===== config.mk =====
export PLATFORM = sky130hd
export DESIGN_NAME = qed_top
export DESIGN_NICKNAME = d
export VERILOG_FILES = /design/src/core/qed_pkg.sv /design/src/core/qed_core.sv /design/src/core/qed_top.sv
export VERILOG_INCLUDE_DIRS = /design/src /design/src/core
export SDC_FILE = /design/constraint.sdc
export NUM_CORES = 2
export LEC_CHECK = 0
export ABC_AREA = 0
export ABC_CLOCK_PERIOD_IN_PS = 14400
export BUFFER_PORTS_ARGS = -buffer_cell sky130_fd_sc_hd__buf_2
export CAP_MARGIN = 20
export CELL_PAD_IN_SITES_DETAIL_PLACEMENT = 1
export CELL_PAD_IN_SITES_GLOBAL_PLACEMENT = 1
export CORE_UTILIZATION = 40
export DETAILED_ROUTE_END_ITERATION = 8
export PLACE_DENSITY_LB_ADDON = 0.1
export SLEW_MARGIN = 40
export SYNTH_ARGS = -nofsm -noshare
export SYNTH_HDL_FRONTEND = slang
export SYNTH_SLANG_ARGS = --single-unit

===== constraint.sdc =====
create_clock -name pclk -period 14.4 [get_ports pclk]
set_input_delay 0.72 -clock pclk [delete_from_list [all_inputs] [get_ports pclk]]
set_output_delay 0.72 -clock pclk [all_outputs]
set_load 0.05 [all_outputs]

===== src/core/qed_defines.svh =====
`ifndef QED_DEFINES_SVH
`define QED_DEFINES_SVH

////////////////////////////////////////////////////////////////////////////////
// register byte offsets
`define QED_OFF_SEL      12'h000
`define QED_OFF_CFG      12'h004
`define QED_OFF_CMD      12'h008
`define QED_OFF_HALT     12'h00C
`define QED_OFF_COUNT    12'h010
`define QED_OFF_STATUS   12'h014
`define QED_OFF_DEFSLOT  12'h018

////////////////////////////////////////////////////////////////////////////////
// field positions
`define QED_CMD_START    0
`define QED_CMD_STOP     1
`define QED_CMD_CLEAR    2
`define QED_ST_DIR       0
`define QED_ST_HALT      1
`define QED_ST_RUN       2
`define QED_ST_CFGD      3
`define QED_ST_ERR       8
`define QED_CFG_MSB      26
`define QED_SEL_MSB      3

////////////////////////////////////////////////////////////////////////////////
// field codes
`define QED_SLOT_DEFAULT 2'h0
`define QED_SLOT_4       2'h1
`define QED_SLOT_6       2'h2
`define QED_CHAN_OFF     4'h0
`define QED_CHAN_MAX     4'hE

////////////////////////////////////////////////////////////////////////////////
// reset values
`define QED_RST_SEL      4'h0
`define QED_RST_DEFSLOT  1'b0

////////////////////////////////////////////////////////////////////////////////
// timing
`define QED_CLK_KHZ      50000
`define QED_HALT_TIME_MS 50
`define QED_HALT_CYC     (`QED_HALT_TIME_MS * `QED_CLK_KHZ)

`endif


===== src/core/qed_pkg.sv =====
package qed_pkg;

    typedef struct packed {
        logic [1:0] kind;
        logic [3:0] unit;
        logic [3:0] chan;
        logic [1:0] slot;
        logic       trig_sel;
    } qed_src_t;

    typedef struct packed {
        logic     pol;
        qed_src_t b;
        qed_src_t a;
    } qed_cfg_t;

    typedef enum logic {
        QED_IDLE,
        QED_ANSWER
    } qed_apb_t;

endpackage


===== src/core/qed_core.sv =====
`timescale 1ns/10ps
`include "qed_defines.svh"

module qed_core
    import qed_pkg::*;
#(
    parameter int CNT_W = 32,
    parameter int TMR_W = 32
) (
    // clock and reset
    input  wire logic             pclk,
    input  wire logic             presetn,
    // synchronised phases
    input  wire logic             phase_a,
    input  wire logic             phase_b,
    // control
    input  wire logic             start_pulse,
    input  wire logic             stop_pulse,
    input  wire logic             clear_pulse,
    input  wire logic             polarity,
    input  wire logic [TMR_W-1:0] halt_timeout,
    // state
    output logic      [CNT_W-1:0] count,
    output logic                  direction,
    output logic                  halted,
    output logic                  running
);

    typedef struct packed {
        logic             a_prev;
        logic             b_prev;
        logic             run;
        logic [CNT_W-1:0] cnt;
        logic             dir;
        logic             halt;
        logic [TMR_W-1:0] tmr;
    } qed_core_st_t;

    qed_core_st_t st_reg;
    qed_core_st_t st_next;

    ////////////////////////////////////////////////////////////////////////////
    // decode
    always_comb begin
        logic a_chg;
        logic b_chg;
        logic a_lead;
        logic up;
        logic step;
        a_chg   = phase_a ^ st_reg.a_prev;
        b_chg   = phase_b ^ st_reg.b_prev;
        a_lead  = a_chg ? (phase_a ^ phase_b) : ~(phase_a ^ phase_b);
        up      = ~(a_lead ^ polarity);
        step    = st_reg.run && (a_chg ^ b_chg);
        st_next = st_reg;
        st_next.a_prev = phase_a;
        st_next.b_prev = phase_b;
        if (start_pulse) begin
            st_next.run = 1'b1;
        end
        if (stop_pulse) begin
            st_next.run = 1'b0;
        end
        if (step) begin
            st_next.cnt = up ? st_reg.cnt + CNT_W'(1) : st_reg.cnt - CNT_W'(1);
            st_next.dir = up;
        end
        if (clear_pulse) begin
            st_next.cnt = '0;
        end
        if (a_chg || b_chg || clear_pulse) begin
            st_next.tmr  = '0;
            st_next.halt = 1'b0;
        end else if (st_reg.tmr >= halt_timeout) begin
            st_next.halt = 1'b1;
        end else begin
            st_next.tmr = st_reg.tmr + TMR_W'(1);
        end
    end

    always_ff @(posedge pclk or negedge presetn) begin
        if (!presetn) begin
            st_reg <= '0;
        end else begin
            st_reg <= st_next;
        end
    end

    assign count     = st_reg.cnt;
    assign direction = st_reg.dir;
    assign halted    = st_reg.halt;
    assign running   = st_reg.run;

endmodule


===== src/core/qed_top.sv =====
`timescale 1ns/10ps
`include "qed_defines.svh"

// Functional notes
// - polarity true: A leading B counts up
// - polarity false default: B leading counts up
// - source bit picks trigger or digital input
// - digital channel numbers 1 through 14
// - disabled channel reads constant zero
// - slot 4 or 6; default slot configurable
// - trigger unit 0..7, bad index errors
// - clear command zeroes addressed count
// - instance 0..7, bad index errors on config, command, halt and count (status reads zero bits, no error), only the error flag changes
// - start/stop gate decoding; stopped count holds until a clear
// - every single-phase edge counts, four per cycle; both phases changing together does not count
// - direction flag follows last counted step, not clear
// - halted after timeout without phase edge or clear
module qed_top
    import qed_pkg::*;
#(
    parameter int unsigned HALT_CYC = `QED_HALT_CYC,
    parameter int          INST_N   = 8,
    parameter int          CHAN_N   = 14,
    parameter int          TRIG_W   = 32
) (
    // clock and reset
    input  wire logic              pclk,
    input  wire logic              presetn,
    // apb slave
    input  wire logic              psel,
    input  wire logic              penable,
    input  wire logic              pwrite,
    input  wire logic [11:0]       paddr,
    input  wire logic [31:0]       pwdata,
    output logic      [31:0]       prdata,
    output logic                   pready,
    output logic                   pslverr,
    // phase sources
    input  wire logic [CHAN_N-1:0] dig_slot4_in,
    input  wire logic [CHAN_N-1:0] dig_slot6_in,
    input  wire logic [TRIG_W-1:0] trig_out_in
);

    typedef struct packed {
        qed_apb_t                fsm;
        logic                    pready;
        logic                    pslverr;
        logic [31:0]             prdata;
        logic [3:0]              sel;
        logic                    defslot;
        logic                    err;
        logic [INST_N-1:0]       cfgd;
        qed_cfg_t [INST_N-1:0]   cfg;
        logic [INST_N-1:0][31:0] halt_to;
        logic [INST_N-1:0]       start_p;
        logic [INST_N-1:0]       stop_p;
        logic [INST_N-1:0]       clr_p;
        logic [CHAN_N-1:0]       d4_s1;
        logic [CHAN_N-1:0]       d4_s2;
        logic [CHAN_N-1:0]       d6_s1;
        logic [CHAN_N-1:0]       d6_s2;
        logic [TRIG_W-1:0]       tr_s1;
        logic [TRIG_W-1:0]       tr_s2;
    } qed_top_st_t;

    qed_top_st_t             st_reg;
    qed_top_st_t             st_next;
    logic [INST_N-1:0][31:0] cnt_w;
    logic [INST_N-1:0]       dir_w;
    logic [INST_N-1:0]       halt_w;
    logic [INST_N-1:0]       run_w;

    // one-hot positions of the register decode
    localparam int HIT_SEL  = 0;
    localparam int HIT_CFG  = 1;
    localparam int HIT_CMD  = 2;
    localparam int HIT_HALT = 3;
    localparam int HIT_CNT  = 4;
    localparam int HIT_STAT = 5;
    localparam int HIT_DEF  = 6;

    ////////////////////////////////////////////////////////////////////////////
    // helpers
    function automatic logic [6:0] reg_hit(logic [11:0] a);
        logic [6:0] h;
        h = 7'h00;
        case (a)
            `QED_OFF_SEL: begin
                h[HIT_SEL] = 1'b1;
            end
            `QED_OFF_CFG: begin
                h[HIT_CFG] = 1'b1;
            end
            `QED_OFF_CMD: begin
                h[HIT_CMD] = 1'b1;
            end
            `QED_OFF_HALT: begin
                h[HIT_HALT] = 1'b1;
            end
            `QED_OFF_COUNT: begin
                h[HIT_CNT] = 1'b1;
            end
            `QED_OFF_STATUS: begin
                h[HIT_STAT] = 1'b1;
            end
            `QED_OFF_DEFSLOT: begin
                h[HIT_DEF] = 1'b1;
            end
            default: begin
                h = 7'h00;
            end
        endcase
        return h;
    endfunction

    function automatic logic src_ok(qed_src_t s);
        logic ok;
        ok = 1'b1;
        if (s.trig_sel) begin
            ok = (s.unit[3] == 1'b0);
        end else begin
            ok = (s.slot != 2'h3) && (s.chan <= `QED_CHAN_MAX);
        end
        return ok;
    endfunction

    function automatic logic phase_pick(qed_src_t s, logic defslot, logic [CHAN_N-1:0] d4,
                                        logic [CHAN_N-1:0] d6, logic [TRIG_W-1:0] tr);
        logic              six;
        logic [CHAN_N-1:0] bank;
        logic              v;
        six  = (s.slot == `QED_SLOT_6) || ((s.slot == `QED_SLOT_DEFAULT) && defslot);
        bank = six ? d6 : d4;
        if (s.trig_sel) begin
            v = tr[{s.unit[2:0], s.kind}];
        end else if (s.chan == `QED_CHAN_OFF || s.chan > `QED_CHAN_MAX) begin
            v = 1'b0;
        end else begin
            v = bank[s.chan - 4'h1];
        end
        return v;
    endfunction

    ////////////////////////////////////////////////////////////////////////////
    // next state
    always_comb begin
        logic [2:0]  idx;
        logic        inst_ok;
        logic        bad;
        logic [31:0] rd;
        qed_cfg_t    wcfg;
        logic [6:0]  hit;
        idx     = st_reg.sel[2:0];
        inst_ok = !st_reg.sel[`QED_SEL_MSB];
        bad     = 1'b0;
        rd      = 32'h0;
        wcfg    = qed_cfg_t'(pwdata[`QED_CFG_MSB:0]);
        hit     = reg_hit(paddr);
        st_next = st_reg;
        st_next.start_p = '0;
        st_next.stop_p  = '0;
        st_next.clr_p   = '0;
        st_next.d4_s1   = dig_slot4_in;
        st_next.d4_s2   = st_reg.d4_s1;
        st_next.d6_s1   = dig_slot6_in;
        st_next.d6_s2   = st_reg.d6_s1;
        st_next.tr_s1   = trig_out_in;
        st_next.tr_s2   = st_reg.tr_s1;
        case (1'b1)
            hit[HIT_SEL]: begin
                rd = {28'h0, st_reg.sel};
            end
            hit[HIT_CFG]: begin
                rd  = {5'h0, st_reg.cfg[idx]};
                bad = !inst_ok || (pwrite && !(src_ok(wcfg.a) && src_ok(wcfg.b)));
            end
            hit[HIT_CMD]: begin
                bad = !inst_ok;
            end
            hit[HIT_HALT]: begin
                rd  = st_reg.halt_to[idx];
                bad = !inst_ok;
            end
            hit[HIT_CNT]: begin
                rd  = cnt_w[idx];
                bad = !inst_ok;
            end
            hit[HIT_STAT]: begin
                rd = {23'h0, st_reg.err, 4'h0,
                      inst_ok & st_reg.cfgd[idx], inst_ok & run_w[idx],
                      inst_ok & halt_w[idx], inst_ok & dir_w[idx]};
            end
            hit[HIT_DEF]: begin
                rd = {31'h0, st_reg.defslot};
            end
            default: begin
                bad = 1'b1;
            end
        endcase
        if (bad) begin
            rd = 32'h0;
        end
        case (st_reg.fsm)
            QED_IDLE: begin
                if (psel && penable) begin
                    st_next.pready  = 1'b1;
                    st_next.pslverr = bad;
                    st_next.prdata  = pwrite ? 32'h0 : rd;
                    st_next.fsm     = QED_ANSWER;
                end
            end
            QED_ANSWER: begin
                st_next.pready  = 1'b0;
                st_next.pslverr = 1'b0;
                st_next.fsm     = QED_IDLE;
                if (pwrite && !st_reg.pslverr) begin
                    case (1'b1)
                        hit[HIT_SEL]: begin
                            st_next.sel = pwdata[3:0];
                        end
                        hit[HIT_CFG]: begin
                            st_next.cfg[idx]  = wcfg;
                            st_next.cfgd[idx] = 1'b1;
                        end
                        hit[HIT_CMD]: begin
                            st_next.start_p[idx] = pwdata[`QED_CMD_START];
                            st_next.stop_p[idx]  = pwdata[`QED_CMD_STOP];
                            st_next.clr_p[idx]   = pwdata[`QED_CMD_CLEAR];
                        end
                        hit[HIT_HALT]: begin
                            st_next.halt_to[idx] = pwdata;
                        end
                        hit[HIT_CNT]: begin
                            // count is read-only, writes ignored
                            st_next.err = st_reg.err;
                        end
                        hit[HIT_STAT]: begin
                            st_next.err = st_reg.err & ~pwdata[`QED_ST_ERR];
                        end
                        hit[HIT_DEF]: begin
                            st_next.defslot = pwdata[0];
                        end
                        default: begin
                            st_next.err = st_reg.err;
                        end
                    endcase
                end
                if (st_reg.pslverr) begin
                    st_next.err = 1'b1;
                end
            end
            default: begin
                st_next.fsm    = QED_IDLE;
                st_next.pready = 1'b0;
            end
        endcase
    end

    always_ff @(posedge pclk or negedge presetn) begin
        if (!presetn) begin
            st_reg         <= '0;
            st_reg.sel     <= `QED_RST_SEL;
            st_reg.defslot <= `QED_RST_DEFSLOT;
            st_reg.halt_to <= {INST_N{32'(HALT_CYC)}};
        end else begin
            st_reg <= st_next;
        end
    end

    ////////////////////////////////////////////////////////////////////////////
    // decoder instances
    generate
        for (genvar i = 0; i < INST_N; i++) begin : g_inst
            logic pa;
            logic pb;
            assign pa = phase_pick(st_reg.cfg[i].a, st_reg.defslot, st_reg.d4_s2, st_reg.d6_s2, st_reg.tr_s2);
            assign pb = phase_pick(st_reg.cfg[i].b, st_reg.defslot, st_reg.d4_s2, st_reg.d6_s2, st_reg.tr_s2);
            qed_core #(
                .CNT_W (32),
                .TMR_W (32)
            ) u_core (
                .pclk         (pclk),
                .presetn      (presetn),
                .phase_a      (pa),
                .phase_b      (pb),
                .start_pulse  (st_reg.start_p[i]),
                .stop_pulse   (st_reg.stop_p[i]),
                .clear_pulse  (st_reg.clr_p[i]),
                .polarity     (st_reg.cfg[i].pol),
                .halt_timeout (st_reg.halt_to[i]),
                .count        (cnt_w[i]),
                .direction    (dir_w[i]),
                .halted       (halt_w[i]),
                .running      (run_w[i])
            );
        end
    endgenerate

    ////////////////////////////////////////////////////////////////////////////
    // outputs
    assign prdata  = st_reg.prdata;
    assign pready  = st_reg.pready;
    assign pslverr = st_reg.pslverr;

endmodule


## After elaboration in Yosys (flattened, before gate mapping)

Cells that the tools add are included.

- Output and inout bits: 34
- Register bits after elaboration: 1217
- Bits of input ports: 109
- Word-level logic and storage cells: 785

- Eq/ne operators: 38
- Bitwise gates (word level): 75
- Mux-type cells: 255
- Reduce and logical (&&, ||, !) cells: 148
- $lt $le $gt $ge: 60
- $add $sub $neg: 40

Operators by type and width:

| operator | count |
|---|---|
| $mux W32 | 34 |
| $mux W256 | 4 |
| $mux W33 | 16 |
| $add A32 B1 Y32 const B | 16 |
| $mux W505 | 1 |
| $mux W224 | 2 |
| $bwmux W256 | 1 |
| $ge A32 B32 Y1 | 8 |
| $sub A32 B1 Y32 const B | 8 |
| $mux W14 | 16 |
| $bwmux W216 | 1 |
| $bmux W32 S3 | 2 |
| $mux W1 | 129 |
| $demux W32 S3 | 1 |
| $lt A5 B6 Y1 const B | 16 |
| $mux W24 | 4 |
| $bmux W27 S3 | 1 |
| $demux W27 S3 | 1 |
| $bmux W1 S5 | 16 |
| $lt A4 B5 Y1 const B | 16 |
| $bmux W1 S4 | 16 |
| $gt A4 B4 Y1 const B | 16 |
| $logic_not A4 Y1 | 16 |
| $sub A4 B1 Y4 const B | 16 |
| other kinds (32) | 259 |

## Longest topological paths before layout

- Depth in word-level cells: 15
- Gate-level depth with buffers: 25
- Gate-level depth less buffers: 23

## Hierarchy

A second synthesis with hierarchy kept.

- Cells, all modules: 8466
- Area, all modules: 86032.5 µm²

Modules (own cells, without submodules):

| module | cells an instance | seq. area each (µm²) | area each (µm²) | times used |
|---|---|---|---|---|
| qed_top | 2976 | 16721.0 | 39309.0 | 1 |
| qed_core (g_inst[3].u_core ...) | 666 | 1726.7 | 5755.5 | 3 |
| qed_core (g_inst[0].u_core ...) | 685 | 1726.7 | 5856.9 | 2 |
| qed_core (g_inst[2].u_core) | 737 | 1726.7 | 6144.6 | 1 |
| qed_core (g_inst[5].u_core) | 710 | 1726.7 | 5930.7 | 1 |
| qed_core (g_inst[6].u_core) | 675 | 1726.7 | 5667.9 | 1 |

## Worst setup path after synthesis

Ideal clock, no wire load.

- Kind: register to register
- Start point: register st_reg[625] (netlist name)
- End point: register g_inst[2].u_core.st_reg, in the netlist g_inst[2].u_core.count[31]
- Data required time: 14.268 ns
- Clock period less this slack: 7.310 ns
- Arrival time: 7.178 ns
- Setup slack: 7.090 ns
- Cell stages (with the launch flop): 21
- Setup time: 0.132 ns
- Buffers on the path: 1
- Cells stage by stage: dfrtp_1 -> buf_4 -> o21bai_2 -> mux4_2 -> mux4_2 -> a221oi_1 -> a21oi_1 -> xnor2_1 -> ha_1 -> a211oi_1 -> o211ai_1 -> a41oi_1 -> o31ai_1 -> o22ai_1 -> o21ai_2 -> a2111oi_0 -> o31ai_1 -> a31oi_1 -> mux2i_1 -> xnor2_1 -> nor2_1

- Cells in the longest elaborated chain, start to end: 14
- Elaborated cells on any way between the ends: 26
- Classes of those cells: mux (14); bitwise (6); reduce/logical (6)

RTL lines:

| item | RTL line | text |
|---|---|---|
| start: declaration | qed_top.sv:66 | `qed_top_st_t st_reg;` |
| start signal: assignment | qed_top.sv:266 | `st_reg <= st_next;` |
| $logic_and A1 B1 Y1 * | qed_top.sv:132 | `` six = (s.slot == `QED_SLOT_6) \|\| ((s.slot == `QED_SLOT_DEFAULT) && defslot); `` |
| $logic_or A1 B1 Y1 * | qed_top.sv:132 |  |
| $mux W14 * | qed_top.sv:133 | `bank = six ? d6 : d4;` |
| $bmux W1 S4 * | qed_top.sv:139 | `v = bank[s.chan - 4'h1];` |
| $mux W1 (not written as such) * | qed_top.sv:139 |  |
| $mux W1 * | qed_top.sv:136 | `` end else if (s.chan == `QED_CHAN_OFF \|\| s.chan > `QED_CHAN_MAX) begin `` |
| $mux W1 * | qed_top.sv:134 | `if (s.trig_sel) begin` |
| net g_inst[2].pb | qed_top.sv:275 | `logic pb;` |
| $xor A1 B1 Y1 | qed_core.sv:52 | `a_lead = a_chg ? (phase_a ^ phase_b) : ~(phase_a ^ phase_b);` |
| $not A1 Y1 | qed_core.sv:52 |  |
| $mux W1 | qed_core.sv:52 |  |
| $xor A1 B1 Y1 | qed_core.sv:53 | `up = ~(a_lead ^ polarity);` |
| $mux W32 | qed_core.sv:65 | `st_next.cnt = up ? st_reg.cnt + CNT_W'(1) : st_reg.cnt - CNT_W'(1);` |
| $mux W33 | qed_core.sv:64 | `if (step) begin` |
| $mux W32 | qed_core.sv:68 | `if (clear_pulse) begin` |
| end signal: assignment | qed_core.sv:85 | `st_reg <= st_next;` |
| end: declaration | qed_core.sv:39 | `qed_core_st_t st_reg;` |

The timed path passes the listed nets; every way through them passes the cells marked *. The select of a mux whose other input is x is not followed.
A chain may end at the register's enable or synchronous reset.

==> metrics.cfg <==
[synthesis]
synth_top_area_share_pct = 37.0
synth_cells = 8105
synth_nets = 8822
synth.avg_cell_area_um2 = 9.63
synth_edf_count = 0
synth.area.top_cells = dfrtp_1 (37%), ha_1 (9.6%), mux4_2 (8.1%), nand2_1 (5.0%), a21oi_1 (3.8%)
synth-seq-cells = 1217
ys_types = 94
synth_top_cell_by_area = dfrtp_1
async_reset_ff_share_pct = 100
synth_top_cells_by_count = dfrtp_1 (1153), nand2_1 (1029), ha_1 (600), a21oi_1 (585), o21ai_0 (536)
seq_area_frac_synth_pct = 39.1
netlist_area_um2 = 78000
yosysMostFrequentCell = dfrtp_1
yosys_warnings = 0
synthFlopType = dfrtp_1

[clock_tree]
cts_buffer_depth = 3
root_buffer = clkbuf_16
cts_hold_buf = 61
cts.sinks = 1217
clk_pin_slew_ns = 0.06
cts_resized = 0
cts_setup_buffers = 0
tritoncts = yes
h-tree-depth = 4
clk-insertion-delay-late_ns = 0.83
cts_made_buffers = 154

[setup_path]
crit_path_max_fanout = 40
arrival_ns = 7.78
endpoint_kind = register
critPathLaunchType = register
worst_ep_required_time_ns = 15.07
worst_r2r_path_depth = 19
regToRegEndpoint = g_inst[1].u_core.count[31]
r2r_setup_slack_ns = 7.29
critPathKind = reg2reg

[sta]
fin_crit_sh_pct = 49.4
fin_crit_ns = 7.11
setup_ws_ns = 7.29
rsz0062_at_grt = false
fin_worst_skew_ns = 0.0410
worst_pin_slew_ns = 1.04
setup_violations = 0
slew_viol_final = 0
hold_viol_final = 0
max_freq_mhz = 141
slew_headroom_pct = 29.8
hold_ws_ns = 0.268
setup_tns_ns = 0

[routing]
wl_mm = 315
vias_per_cell = 6.17
first_pass_iters = 8
drtAntennaViolNets = 0
wl_per_cell_um = 29.3
drc = 0
dr.first_iter.drc_count = 5561
num_vias = 66409

[worst_hold_path]
holdCritPathClass = in2reg
hold_start = penable
hold_depth = 3
hold-path-endpoint = pslverr

[run_status]
outcome = finished, final reports clean

[floorplan]
die_h_um = 444
initial_core_util_pct = 40.4
fp-row-count = 161
die_area_um2 = 197000
io_pins = 143
core_um2 = 193000
die_w_um = 444

[power]
p_per_area_nw_per_um2 = 94.4
comb_power_share_pct = 8.0
clkPwrFrac_pct = 49.8
ir_drop_v = 0.000119
p_leak_uw = 0.0408
swShare_pct = 26.1
p_int_uw = 6110
p_sw_uw = 2150
sequentialPowerShare_pct = 42.2

[grt]
grt.total_usage_pct = 31.9
grt_max_degree = 152
grt_pass1_vias = 68247
gr-total-overflow = 0
antenna_found_initial = 21
grt_pass1_wl_mm = 467

[finish]
syn_to_final_growth_pct = 12.3
drive_gt1_share_pct = 15.1
fin_nets = 8828

[place]
routabilityCongestion = 0.935
place_hpwl_mm = 225
dp_slack_ns = 7.39
portBuffers = 142

[flow_run]
drv_cap = 0

-- worst max path at each step --
stage	from	endpoint	slack [ns]	cells past startpoint
floorplan	st_reg[625]	g_inst[2].u_core.count[31]	7.09	20
global placement	register	g_inst[1].u_core.count[31]	7.19	19
detailed placement	register	g_inst[1].u_core.count[31]	7.39	19
CTS	register	g_inst[1].u_core.count[31]	7.29	19
global route	register	g_inst[7].u_core.count[31]	7.02	20
finish	register	g_inst[1].u_core.count[31]	7.29	19
-- logic make-up after synthesis --
logic type	synth area share, %
xor gates and xnor gates	5.07
and+or+nand+nor	13.5
DFF	39.1
AOI/OAI and AO/OA	16.4
muxes	11.6
buffers and inverters	4.52
adders and majority gates	9.83
-- critical path, cell delays in order, from the launching register on --
cell	delay (ns)
dfrtp_1	0.70
mux4_2	0.58
mux4_2	0.51
mux2_2	0.35
a211oi_4	0.70
xnor2_2	0.22
buf_4	0.46
ha_1	0.34
a211oi_1	0.33
o211ai_1	0.18
a41oi_1	0.39
o31ai_1	0.21
o41ai_2	0.37
o21ai_2	0.17
a2111oi_2	0.47
o31ai_1	0.18
a31oi_1	0.23
mux2i_1	0.27
xnor2_1	0.16
nor2_1	0.06
-- per-layer routing --
metal,global-route usage [%],part of all wire (%)
met2,51.2,46
met3,5.26,6.2
met4,16.7,6.0
met1,41.3,41
met5,0,0.026
-- cell type report --
| class | instances | area [µm²] |
|---|---|---|
| clock buffer | 223 | 4510 |
| sequential | 1217 | 30500 |
| tap | 2526 | 3160 |
| multi-input combinational | 5992 | 44500 |
| timing repair buffer | 354 | 2620 |
| inverter | 392 | 1470 |
| fill | 21566 | 106000 |
| antenna | 10 | 25.0 |
| clock inverter | 55 | 796 |
-- through the flow --
stage	std cells	power (µW)	instance area [µm²]	util, %
6_report	10769	8270	87600	45.3
5_1_grt	10767	8510	87600	45.3
4_1_cts	10757	8330	87500	45.3
3_3_place_gp	10413	4170	81300	42.1
3_5_place_dp	10418	4190	81600	42.2
2_1_floorplan	8105	3900	78000	-
-- power groups by stage --
stage          registers [µW]  logic, µW  clock network (µW)
6_report                 3490        661                4120
5_1_grt                  3490        716                4310
4_1_cts                  3490        656                4180
3_5_place_dp             3550        639                   0
3_3_place_gp             3550        624                   0
2_1_floorplan            3530        375                   0
-- cells in the final DEF (no fill, tap or decap), types with 93 or more instances in the layout --
cell       instances
buf_4            134
o21ai_0          535
xor2_1           203
nor3_1            99
nand3_1          144
ha_1             600
clkbuf_16        157
xnor2_1          243
mux2_2           220
o22ai_1          369
nor2_1           461
nand4_1           95
inv_1            392
a21oi_1          585
nand2_1         1026
a21o_1           200
dfrtp_1         1153
buf_2            141
nor4_1            93
mux4_2           282
Power figures use the tool's default switching activity.
